`config.mk`:
```
export PLATFORM = sky130hd
export DESIGN_NAME = fsw_status
export DESIGN_NICKNAME = d
export VERILOG_FILES = /design/src/design/fsw_sync.v /design/src/design/fsw_prot.v /design/src/design/fsw_status.v
export VERILOG_INCLUDE_DIRS = /design/src /design/src/shared
export SDC_FILE = /design/constraint.sdc
export NUM_CORES = 1
export LEC_CHECK = 0
export BUFFER_PORTS_ARGS = -buffer_cell sky130_fd_sc_hd__buf_4
export CAP_MARGIN = 20
export CORE_MARGIN = 1
export CORE_UTILIZATION = 59
export CTS_CLUSTER_SIZE = 40
export DETAILED_ROUTE_END_ITERATION = 8
export GPL_ROUTABILITY_DRIVEN = 0
export HOLD_SLACK_MARGIN = 0.12
export PLACE_DENSITY = 0.74
export SKIP_LAST_GASP = 1
export SLEW_MARGIN = 20
export SYNTH_ARGS = -nofsm -noshare
export SYNTH_HDL_FRONTEND = slang
export SYNTH_SLANG_ARGS = --single-unit
```
`constraint.sdc`:
```
create_clock -name mclk_i -period 8.8 [get_ports mclk_i]
set_input_delay 0.44 -clock mclk_i [delete_from_list [all_inputs] [get_ports mclk_i]]
set_output_delay 0.44 -clock mclk_i [all_outputs]
set_load 0.01 [all_outputs]
```
`src/shared/fsw_regs.vh`:
```
`ifndef FSW_REGS_VH
`define FSW_REGS_VH
// Status register field positions
`define FSW_SRWD_BIT      7
`define FSW_BP3_BIT       6
`define FSW_TB_BIT        5
`define FSW_BP2_BIT       4
`define FSW_BP1_BIT       3
`define FSW_BP0_BIT       2
`define FSW_WEL_BIT       1
`define FSW_WIP_BIT       0
// Nonvolatile bits that a status write may change
`define FSW_NV_MASK       8'hFC
`define FSW_SR_RESET      8'h00
// Command opcodes
`define FSW_CMD_WREN      8'h06
`define FSW_CMD_WRDI      8'h04
`define FSW_CMD_RDSR      8'h05
`define FSW_CMD_WRSR      8'h01
`define FSW_CMD_PP        8'h02
`define FSW_CMD_SE        8'hD8
`define FSW_CMD_BE        8'hC7
// Array geometry
`define FSW_ADDR_W        25
`define FSW_LAST_ADDR     25'h1FFFFFF
`define FSW_SECT_W        9
`define FSW_SECT_LAST     9'h1FF
// Busy time in link-clock-free mclk cycles
`define FSW_BUSY_NS       2000
`define FSW_CLK_NS        100
`define FSW_BUSY_CYC      ((`FSW_BUSY_NS + `FSW_CLK_NS - 1) / `FSW_CLK_NS)
`endif

```
`src/design/fsw_sync.v`:
```
module fsw_sync #(
  parameter W = 1
) (
  input  wire         mclk_i,   // System clock
  input  wire         rst_i,    // Sync reset
  input  wire [W-1:0] d_i,      // Async inputs
  output wire [W-1:0] q_o       // Synchronised
);
  reg [W-1:0] s1_r;
  reg [W-1:0] s2_r;
  always @(posedge mclk_i) begin
    if (rst_i) begin
      s1_r <= {W{1'b0}};
      s2_r <= {W{1'b0}};
    end else begin
      s1_r <= d_i;
      s2_r <= s1_r;
    end
  end
  assign q_o = s2_r;
endmodule // fsw_sync

```
`src/design/fsw_prot.v`:
```
`include "fsw_regs.vh"
module fsw_prot (
  input  wire [3:0]              bp_i,     // Block-protect code
  input  wire                    tb_i,     // Top/bottom select
  input  wire [`FSW_SECT_W-1:0]  sect_i,   // Target sector
  output reg                     hit_o     // Sector protected
);
  reg [`FSW_SECT_W:0] n;
  reg [`FSW_SECT_W:0] s;
  always @* begin
    if (bp_i == 4'h0)
      n = 10'h000;
    else if (bp_i >= 4'hA)
      n = 10'h200;
    else
      n = 10'h001 << (bp_i - 4'h1);
    s = {1'b0, sect_i};
    if (tb_i)
      hit_o = (s < n);
    else
      hit_o = (s >= (10'h200 - n));
  end
endmodule // fsw_prot

```
`src/design/fsw_status.v`:
```
// Function
// - Read-status returns the register and write-status loads it.
// - Bit 7 set with protect pin low makes status writes ignored.
// - Hardware protection ends when the protect pin goes high or sys_rst_i clears bit 7.
// - Bit 7 is nonvolatile, default 0, disabling writes with pin low.
// - Bit 5 selects top (0, default) or bottom (1) protected region.
// - Bits 6 and 4:2 are block-protect bits guarding program and erase.
// - Bulk erase runs only when every block-protect bit is 0.
// - The write-enable latch is 0 at power-up and gates any modify.
// - Bit 0 reads 1 while a write, program or erase cycle runs.
// - Bit 0 is always the inverse of the ready flag.
// - The array covers 0 to 01FF FFFFh in 512 sectors of 64KB; the 3-byte address here reaches sectors 0 to 255 only.
`include "fsw_regs.vh"
module fsw_status #(
  parameter BUSY_CYC = `FSW_BUSY_CYC
) (
  input  wire  mclk_i,         // 10 MHz system clock
  input  wire  sys_rst_i,      // Sync reset, active high
  input  wire  spi_clk_i,      // Serial clock pin
  input  wire  spi_cs_n_i,     // Chip select pin, active low
  input  wire  spi_mosi_i,     // Serial data in
  input  wire  wp_n_i,         // Write-protect pin, active low
  output reg   spi_miso_o,     // Serial data out
  output reg   spi_miso_oe_n_o,// Low while driving data out
  output reg   ready_o,        // Ready flag (inverse of busy)
  output reg   prot_err_o,     // Rejected by protection, level
  output reg   array_go_o,     // Pulse: accepted program/erase
  output reg   [7:0] status_o  // Status register copy
);
  localparam ST_CMD  = 3'h0;
  localparam ST_ADDR = 3'h1;
  localparam ST_DATA = 3'h2;
  localparam ST_RD   = 3'h3;
  localparam ST_IGN  = 3'h4;

  wire [3:0] in_s;
  wire       sclk_s;
  wire       cs_n_s;
  wire       mosi_s;
  wire       wp_n_s;
  fsw_sync #(.W(4)) u_sync (
    .mclk_i (mclk_i),
    .rst_i  (sys_rst_i),
    // Select inverted so the reset value reads as deselected
    .d_i    ({spi_clk_i, ~spi_cs_n_i, spi_mosi_i, wp_n_i}),
    .q_o    (in_s)
  );
  assign sclk_s = in_s[3];
  assign cs_n_s = ~in_s[2];
  assign mosi_s = in_s[1];
  assign wp_n_s = in_s[0];

  reg        sclk_d_r;
  reg        cs_d_r;
  wire       rise = sclk_s & ~sclk_d_r & ~cs_n_s;
  wire       fall = ~sclk_s & sclk_d_r & ~cs_n_s;
  wire       cs_end = cs_n_s & ~cs_d_r;

  reg  [2:0]  st_r;
  reg  [7:0]  shf_r;
  reg  [4:0]  cnt_r;
  reg  [7:0]  cmd_r;
  reg  [23:0] addr_r;
  reg  [7:0]  wdat_r;
  reg  [7:0]  sr_r;
  reg  [7:0]  rd_r;
  reg         busy_r;
  reg  [15:0] bcnt_r;
  reg         got_data_r;
  reg         addr_ok_r;

  wire [3:0] bp = {sr_r[`FSW_BP3_BIT], sr_r[`FSW_BP2_BIT],
                   sr_r[`FSW_BP1_BIT], sr_r[`FSW_BP0_BIT]};
  wire       wel = sr_r[`FSW_WEL_BIT];
  wire       hw_lock = sr_r[`FSW_SRWD_BIT] & ~wp_n_s;
  wire [7:0] shf_nxt = {shf_r[6:0], mosi_s};
  wire       hit;
  fsw_prot u_prot (
    .bp_i   (bp),
    .tb_i   (sr_r[`FSW_TB_BIT]),
    // 3-byte address: sector top bit always 0
    .sect_i ({1'b0, addr_r[23:16]}),
    .hit_o  (hit)
  );

  always @(posedge mclk_i) begin
    if (sys_rst_i) begin
      sclk_d_r        <= 1'b0;
      cs_d_r          <= 1'b1;
      st_r            <= ST_CMD;
      shf_r           <= 8'h00;
      cnt_r           <= 5'h00;
      cmd_r           <= 8'h00;
      addr_r          <= 24'h000000;
      wdat_r          <= 8'h00;
      sr_r            <= `FSW_SR_RESET;
      rd_r            <= 8'h00;
      busy_r          <= 1'b0;
      bcnt_r          <= 16'h0000;
      got_data_r      <= 1'b0;
      addr_ok_r       <= 1'b0;
      spi_miso_o      <= 1'b0;
      spi_miso_oe_n_o <= 1'b1;
      ready_o         <= 1'b1;
      prot_err_o      <= 1'b0;
      array_go_o      <= 1'b0;
      status_o        <= `FSW_SR_RESET;
    end else begin
      sclk_d_r   <= sclk_s;
      cs_d_r     <= cs_n_s;
      array_go_o <= 1'b0;
      if (busy_r) begin
        if (bcnt_r == 16'h0000) begin
          busy_r <= 1'b0;
          sr_r[`FSW_WEL_BIT] <= 1'b0;
        end else begin
          bcnt_r <= bcnt_r - 16'h0001;
        end
      end
      if (rise) begin
        cnt_r <= cnt_r + 5'h01;
        shf_r <= shf_nxt;
        case (st_r)
          ST_CMD: if (cnt_r == 5'h07) begin
            cmd_r <= shf_nxt;
            cnt_r <= 5'h00;
            got_data_r <= 1'b0;
            addr_ok_r  <= 1'b0;
            // Busy device only answers status reads
            if (shf_nxt == `FSW_CMD_RDSR)
              st_r <= ST_RD;
            else if (busy_r)
              st_r <= ST_IGN;
            else if (shf_nxt == `FSW_CMD_WRSR)
              st_r <= ST_DATA;
            else if (shf_nxt == `FSW_CMD_PP || shf_nxt == `FSW_CMD_SE)
              st_r <= ST_ADDR;
            else
              st_r <= ST_IGN;
          end
          ST_ADDR: if (cnt_r == 5'h17) begin
            addr_r    <= {addr_r[22:0], mosi_s};
            addr_ok_r <= 1'b1;
            cnt_r     <= 5'h00;
            st_r      <= ST_IGN;
          end else begin
            addr_r <= {addr_r[22:0], mosi_s};
          end
          ST_DATA: if (cnt_r == 5'h07) begin
            wdat_r     <= shf_nxt;
            got_data_r <= 1'b1;
            st_r       <= ST_IGN;
          end
          default: ;
        endcase
      end
      // Read status out on falling edge
      if (st_r == ST_RD) begin
        spi_miso_oe_n_o <= 1'b0;
        if (fall) begin
          spi_miso_o <= rd_r[7];
          rd_r       <= {rd_r[6:0], rd_r[7]};
        end
      end
      if (st_r == ST_CMD)
        rd_r <= {sr_r[7:1], busy_r};
      if (cs_end) begin
        st_r            <= ST_CMD;
        cnt_r           <= 5'h00;
        spi_miso_oe_n_o <= 1'b1;
        if (!busy_r) begin
          if (cmd_r == `FSW_CMD_WREN && st_r == ST_IGN)
            sr_r[`FSW_WEL_BIT] <= 1'b1;
          if (cmd_r == `FSW_CMD_WRDI && st_r == ST_IGN)
            sr_r[`FSW_WEL_BIT] <= 1'b0;
          if (wel && cmd_r == `FSW_CMD_WRSR && got_data_r) begin
            if (!hw_lock) begin
              sr_r <= (wdat_r & `FSW_NV_MASK) | (sr_r & ~`FSW_NV_MASK);
              busy_r <= 1'b1;
              bcnt_r <= BUSY_CYC[15:0];
            end else begin
              sr_r[`FSW_WEL_BIT] <= 1'b0;
            end
          end
          if (wel && (cmd_r == `FSW_CMD_PP || cmd_r == `FSW_CMD_SE)
              && addr_ok_r) begin
            if (hit) begin
              prot_err_o         <= 1'b1;
              sr_r[`FSW_WEL_BIT] <= 1'b0;
            end else begin
              prot_err_o <= 1'b0;
              array_go_o <= 1'b1;
              busy_r     <= 1'b1;
              bcnt_r     <= BUSY_CYC[15:0];
            end
          end
          if (wel && cmd_r == `FSW_CMD_BE && st_r == ST_IGN) begin
            if (bp == 4'h0) begin
              prot_err_o <= 1'b0;
              array_go_o <= 1'b1;
              busy_r     <= 1'b1;
              bcnt_r     <= BUSY_CYC[15:0];
            end else begin
              prot_err_o         <= 1'b1;
              sr_r[`FSW_WEL_BIT] <= 1'b0;
            end
          end
        end
      end
      // Ready is inverse of busy bit
      ready_o  <= ~busy_r;
      status_o <= {sr_r[7:1], busy_r};
    end
  end
endmodule // fsw_status

```
Word level (Yosys, flattened, before mapping)
Index checks and enable logic that the tools add are counted.
{"block": "totals", "reg_bits": 113, "in_bits": 6, "out_inout_bits": 13, "elab_cells": 160}
{"block": "op_classes", "n_addsub": 4, "magnitude_cmp": 3, "eq_ne": 19, "n_shift": 1, "n_mux": 63, "bitwise": 16, "n_reduce_logical": 31}
{"operator": "2-to-1 mux 16 bit", "n": 10}
{"operator": "2-to-1 mux 1 bit", "n": 32}
{"operator": "== test 8 x 3 -> 1 bit, second input constant", "n": 3}
{"operator": "== test 8 bit, second input constant", "n": 3}
{"operator": "2-to-1 mux 8 bit", "n": 3}
{"operator": "2-to-1 mux 3 bit", "n": 7}
{"operator": "2-to-1 mux 10 bit", "n": 2}
{"operator": "== test 8 x 1 -> 1 bit, second input constant", "n": 2}
{"operator": "== test 8 x 2 -> 1 bit, second input constant", "n": 2}
{"operator": "zero test 16 bit", "n": 1}
{"operator": "subtractor 16 x 1 -> 16 bit, second input constant", "n": 1}
{"operator": "AND reduction 4 bit", "n": 3}
{"operator": "greater-or-equal comparator 8 x 10 -> 1 bit", "n": 1}
{"operator": "< comparator 8 x 10 -> 1 bit", "n": 1}
{"operator": "2-to-1 mux 5 bit", "n": 2}
{"operator": "one-hot mux 5 bit (2 select lines)", "n": 1}
{"operator": "nonzero test 2 bit", "n": 5}
{"operator": "left shift 1 x 4 -> 10 bit, first input constant", "n": 1}
{"operator": "subtractor 10 bit, first input constant", "n": 1}
{"operator": "NOT 1 bit", "n": 9}
{"operator": "one-hot mux 3 bit (3 select lines)", "n": 1}
{"operator": "AND reduction 3 bit", "n": 3}
{"operator": "logical AND 1 bit", "n": 8}
{"operator": "bitwise OR 8 x 2 -> 8 bit", "n": 1}
{"operator": "20 further kinds", "n": 34}

Depth between registers and ports, before layout
{"block": "logic_depth", "ltp_word": 13, "ltp_mapped": 14}

Modules after synthesis
From an unflattened synthesis, not the netlist that was laid out.
{"block": "unflattened", "hier_cells": 591, "hier_area_um2": 5026.1}
{"mod": "fsw_status", "n_inst": 1, "cells_each": 485, "area_each_um2": 4174.0, "seq_area_each_um2": 2042.0}
{"mod": "fsw_prot", "n_inst": 1, "cells_each": 90, "area_each_um2": 641.9, "seq_area_each_um2": 0.0}
{"mod": "fsw_sync", "n_inst": 1, "cells_each": 16, "area_each_um2": 210.2, "seq_area_each_um2": 160.2}

Worst setup path before layout
Ideal clock, no wire load.
{"block": "synth_path", "kind": "reg2reg", "startpoint": "register sr_r[4]", "endpoint": "register bcnt_r[0]", "setup_ns": 0.132, "arrival_ns": 3.016, "slack_ns": 5.652, "stages_incl_launch_ff": 15, "cell_sequence": "dfxtp_1 > buf_2 > nor2_1 > nand2_1 > ha_1 > clkbuf_1 > o31ai_1 > o21ai_0 > ha_1 > a41o_1 > a21oi_1 > o221ai_1 > a2111oi_4 > clkbuf_1 > nor3_1"}
{"block": "synth_via", "elab_chain_cells": 13, "word_cells_on_any_way": 16, "cone_classes": "2 x add/sub; 3 x order compare; 1 x shift; 9 x mux; 1 x reduce/logical"}
{"element": "start: declaration", "line_no": "fsw_status.v:65", "source": "reg [7:0] sr_r;"}
{"element": "start signal: assignment", "line_no": "fsw_status.v:96", "source": "sr_r <= `FSW_SR_RESET;"}
{"element": "start signal: assignment", "line_no": "fsw_status.v:178", "source": "sr_r <= (wdat_r & `FSW_NV_MASK) | (sr_r & ~`FSW_NV_MASK);"}
{"element": "subtractor 4 x 1 -> 4 bit", "line_no": "fsw_prot.v:16", "source": "n = 10'h001 << (bp_i - 4'h1);"}
{"element": "left shift 1 x 4 -> 10 bit", "line_no": "fsw_prot.v:16"}
{"element": "2-to-1 mux 10 bit", "line_no": "fsw_prot.v:13", "source": "else if (bp_i >= 4'hA)"}
{"element": "2-to-1 mux 10 bit", "line_no": "fsw_prot.v:11", "source": "if (bp_i == 4'h0)"}
{"element": "subtractor 10 bit", "line_no": "fsw_prot.v:21", "source": "hit_o = (s >= (10'h200 - n));"}
{"element": "greater-or-equal comparator 8 x 10 -> 1 bit", "line_no": "fsw_prot.v:21"}
{"element": "2-to-1 mux 1 bit", "line_no": "fsw_prot.v:18", "source": "if (tb_i)"}
{"element": "2-to-1 mux 16 bit", "line_no": "fsw_status.v:187", "source": "if (hit) begin"}
{"element": "2-to-1 mux 16 bit", "line_no": "fsw_status.v:185", "source": "if (wel && (cmd_r == `FSW_CMD_PP || cmd_r == `FSW_CMD_SE)"}
{"element": "2-to-1 mux 16 bit", "line_no": "fsw_status.v:198", "source": "if (bp == 4'h0) begin"}
{"element": "2-to-1 mux 16 bit (*)", "line_no": "fsw_status.v:197", "source": "if (wel && cmd_r == `FSW_CMD_BE && st_r == ST_IGN) begin"}
{"element": "2-to-1 mux 16 bit (*)", "line_no": "fsw_status.v:171", "source": "if (!busy_r) begin"}
{"element": "2-to-1 mux 16 bit (*)", "line_no": "fsw_status.v:167", "source": "if (cs_end) begin"}
{"element": "end signal: assignment", "line_no": "fsw_status.v:180", "source": "bcnt_r <= BUSY_CYC[15:0];"}
{"element": "end signal: assignment", "line_no": "fsw_status.v:194", "source": "bcnt_r <= BUSY_CYC[15:0];"}
{"element": "end signal: assignment", "line_no": "fsw_status.v:202", "source": "bcnt_r <= BUSY_CYC[15:0];"}
{"element": "end: declaration", "line_no": "fsw_status.v:68", "source": "reg [15:0] bcnt_r;"}
Every way passes the cells marked *; elsewhere a longest branch is shown, timed or not.
A chain may end at the register's enable or synchronous reset.

Worst setup path in the final report
{"block": "layout_path", "startpoint": "register sr_r[3]", "endpoint": "register bcnt_r[2]"}
Same word-level chain as after synthesis.

==> flow_metrics.env <==
export IMPL_worstSetupPathType="reg2reg"
export IMPL_p_per_area_nw_per_um2=149
export IMPL_synth_compound_area_frac=0.138
export IMPL_postCtsHoldBufs=0
export IMPL_grt_usage=0.241
export IMPL_initial_core_util=0.612
export IMPL_cts_setup_buffers=0
export IMPL_vdd_drop_max_uv=107
export IMPL_fin_nets=600
export IMPL_fin_tns_setup_ns=0
export IMPL_num_io_pins=19
export IMPL_hold_path_depth=2
export IMPL_cp_start_kind="flop"
export IMPL_fmax_ghz=0.262
export IMPL_antenna_left=0
export IMPL_grt_pass1_wl_microns=17000
export IMPL_crit_path_end_kind="flop"
export IMPL_synth_seq_area_share=0.438
export IMPL_finClkSkew_ns=0.0127
export IMPL_drv_cap=0
export IMPL_max_slew_margin=0.309
export IMPL_initialDrtViolationCount=153
export IMPL_crit_path_max_fanout=18
export IMPL_period_needed_ns=3.81
export IMPL_slew_violations=0
export IMPL_synth_top_family_by_area="simple AND/OR/NAND/NOR gates"
export IMPL_synth_avg_cell_area_sq_um=8.65
export IMPL_clkSinkCount=110
export IMPL_area_growth_pct=6.10
export IMPL_dp_cells=669
export IMPL_min_delay_start="spi_cs_n_i"
export IMPL_cts_buffers=9
export IMPL_detailed_place_hpwl_microns=7020
export IMPL_dominantRegCellSynth="dfxtp_1"
export IMPL_critPathTopFamily="compound AO/OA/AOI/OAI gates"
export IMPL_vias=4037
export IMPL_fin_util=0.649
export IMPL_drive_above_1_share=0.0741
export IMPL_worst_slew_pin_transition_ns=1.03
export IMPL_hold_viol=0
export IMPL_synth_top_cell_area_share=0.438
export IMPL_synth_area_leader_cell="dfxtp_1"
export IMPL_critPathSlowestCell="a2111oi_4"
export IMPL_post_drt_wl_per_cell_microns=14.7
export IMPL_crit_required_ns=9.12
export IMPL_r2r_cells=11
export IMPL_yosys_cell_types_count=61
export IMPL_grt_max_degree=82
export IMPL_insertion_delay_ns=0.37
export IMPL_cp_data_arrival_time_ns=4.13
export IMPL_r2r_start="sr_r[3]"
export IMPL_drt_pre_antenna_iters=4
export IMPL_cts_resized=0
export IMPL_cts_root_buf="clkbuf_8"
export IMPL_crit_buf_inv=0
export IMPL_diodes=0
export IMPL_yosys_area_share_simple=0.247
export IMPL_die_h_microns=94.3
export IMPL_die_width_microns=94.3
export IMPL_syn_inst=581
export IMPL_core_area_sq_um=8220
export IMPL_antenna_found_initial=0
export IMPL_via_per_inst=5.89
export IMPL_final_area_sq_um=5330
export IMPL_cp_num_cells=11
export IMPL_power_leakage_nw=2.00
export IMPL_path_clk_slew_ns=0.10
export IMPL_layoutNonFillerInstCount=685
export IMPL_critPathMaxStageDelay_ns=0.95
export IMPL_drc=0
export IMPL_synth_area_leaders="dfxtp_1 (44%), nand2_1 (7.0%), mux2i_1 (5.6%)"
export IMPL_place_area_sq_um=5160
export IMPL_synth_edf_count=0
export IMPL_min_path_type="in2reg"
export IMPL_ys_async_sr_fraction=0
export IMPL_crit_top_cell="ha_1"
export IMPL_cts_path_max_buffers=2
export IMPL_synth_nets=606
export IMPL_port_buffers=18
export IMPL_grt_pass1_vias=3675
export IMPL_cts_tree="done"
export IMPL_period_share=0.433
export IMPL_synth_seq_cells=110
export IMPL_rsz0062_at_grt="false"
export IMPL_syn_area_sq_um=5030
export IMPL_wirelength_microns=10100
export IMPL_setup_viol=0
export IMPL_synth_mux_area_frac=0.0580
export IMPL_die_area_sq_um=8890
export IMPL_status="complete, no violations"
export IMPL_grt_overflow_total=0
export IMPL_h_tree_depth=3
export IMPL_synth_xor_area_share=0.0314
export IMPL_synthAdderAreaFrac=0.0473
export IMPL_crit_chain="nor2b_1 > nand2_1 > ha_1 > o31ai_1 > o21ai_0 > ha_1 > a41o_1 > a21oi_1 > o221ai_1 > a2111oi_4 > o31a_1"
export IMPL_yosys_warnings=0
export IMPL_placementRows=33
export IMPL_startpoint="sr_r[3]"
==> sequential cells by signal (all words and copies together) (netlist names) <==
| name | cells |
|---|---|
| spi_miso_oe_n_o | 1 |
| u_sync.s1_r | 4 |
| cmd_r | 8 |
| prot_err_o | 1 |
| ready_o | 1 |
| spi_miso_o | 1 |
| cs_d_r | 1 |
| u_sync.q_o | 4 |
| array_go_o | 1 |
| addr_ok_r | 1 |
| rd_r | 8 |
| bcnt_r | 16 |
| busy_r | 1 |
| sclk_d_r | 1 |
| status_o | 8 |
| cnt_r | 5 |
| st_r | 3 |
| sr_r | 7 |
| shf_r | 7 |
| addr_r | 24 |
| wdat_r | 6 |
| got_data_r | 1 |
==> worst paths after layout <==
check | to | slack (ns)
worst max-delay path | bcnt_r[2] | 4.99
worst min-delay path | u_sync.s1_r[2] | 0.21
worst max register to register | bcnt_r[2] | 4.99
worst min register to register | cs_d_r | 0.45
==> metal layers <==
metal	share of wire	routed length (microns)	vias up	track usage
li1	-	-	2017	-
met1	0.49	4900	1941	0.315
met2	0.47	4770	68	0.405
met3	0.033	337	11	0.0421
met4	0.0086	87	0	0.0705
met5	0	0	-	0
==> cells in the mapped netlist (all sizes together), types with 2 or more instances <==
master	count
nor2b	19
inv	15
o21bai	2
nand2	94
or2	2
nand4	10
nand3	14
o21ai	12
xor2	11
xnor2	7
a31oi	3
dfxtp	110
o211a	2
nand2b	4
clkbuf	28
o31ai	3
mux2i	28
and2	2
nand3b	6
a21oi	44
or3	6
nand4b	4
o21a	2
nor3	14
and3	3
nor4b	2
a2111oi	2
a211oi	12
o31a	2
nor2	48
o211ai	5
buf	8
and3b	2
nor4	9
or4	3
ha	19
a211o	3
a21o	2
==> stage by stage <==
stage               setup WS, ns  total power [W]  hold WS [ns]
finish                      4.99         0.000795         0.208
floorplan                   5.65         0.000522         0.394
CTS                         5.03         0.000801         0.201
detailed placement          5.07         0.000526         0.429
global placement            5.26         0.000526         0.422
global route                4.71         0.000820         0.200
==> final cells by class <==
| class | count | area, sq um |
|---|---|---|
| clock inverters | 6 | 46.3 |
| well taps | 105 | 131 |
| repair buffers | 19 | 143 |
| inverters | 16 | 60.1 |
| clock buffers | 10 | 128 |
| flip-flops and latches | 110 | 2200 |
| fillers | 712 | 2880 |
| multi-input cells | 419 | 2620 |
==> kinds of logic (layout without fill, tap and decap cells) <==
family                     count (synthesis)  in the layout
and+or+nand+nor                          248            248
DFF                                      110            110
AOI/OAI and AO/OA                        105            105
buffers and inverters                     52             51
muxes                                     29             29
adders and majority gates                 19             19
xor gates and xnor gates                  18             18
==> layout by cell type, fill, tap and decap left out, types with 5 or more instances in the layout <==
cell | synthesis | final
a211oi_1 | 12 | 12
a21oi_1 | 44 | 44
buf_4 | 0 | 19
clkbuf_8 | 0 | 9
dfxtp_1 | 110 | 110
ha_1 | 19 | 19
inv_1 | 15 | 15
mux2i_1 | 28 | 28
nand2_1 | 94 | 94
nand3_1 | 14 | 14
nand3b_1 | 6 | 6
nand4_1 | 10 | 10
nor2_1 | 48 | 48
nor2b_1 | 19 | 19
nor3_1 | 14 | 14
nor4_1 | 7 | 7
o211ai_1 | 5 | 5
o21ai_0 | 12 | 12
or3_1 | 6 | 6
xnor2_1 | 7 | 7
xor2_1 | 11 | 11
==> power breakdown <==
part / total [W] / switching [W] / internal, W
Sequential: 0.000501 / 0.00000129 / 0.000499
Combinational: 0.0000141 / 0.00000991 / 0.00000422
Clock: 0.000281 / 0.000175 / 0.000106
Total: 0.000795 / 0.000186 / 0.000609
==> worst register-to-register path: cells and delay by family, from the launching register on <==
| family | cells | cell delay (ns) |
|---|---|---|
| flip-flops | 1 | 0.64 |
| adder cells (fa/ha/maj) | 2 | 0.66 |
| AND/OR/NAND/NOR | 2 | 0.42 |
| AO/OA/AOI/OAI | 7 | 2.04 |
Power figures use the tool's default switching activity.
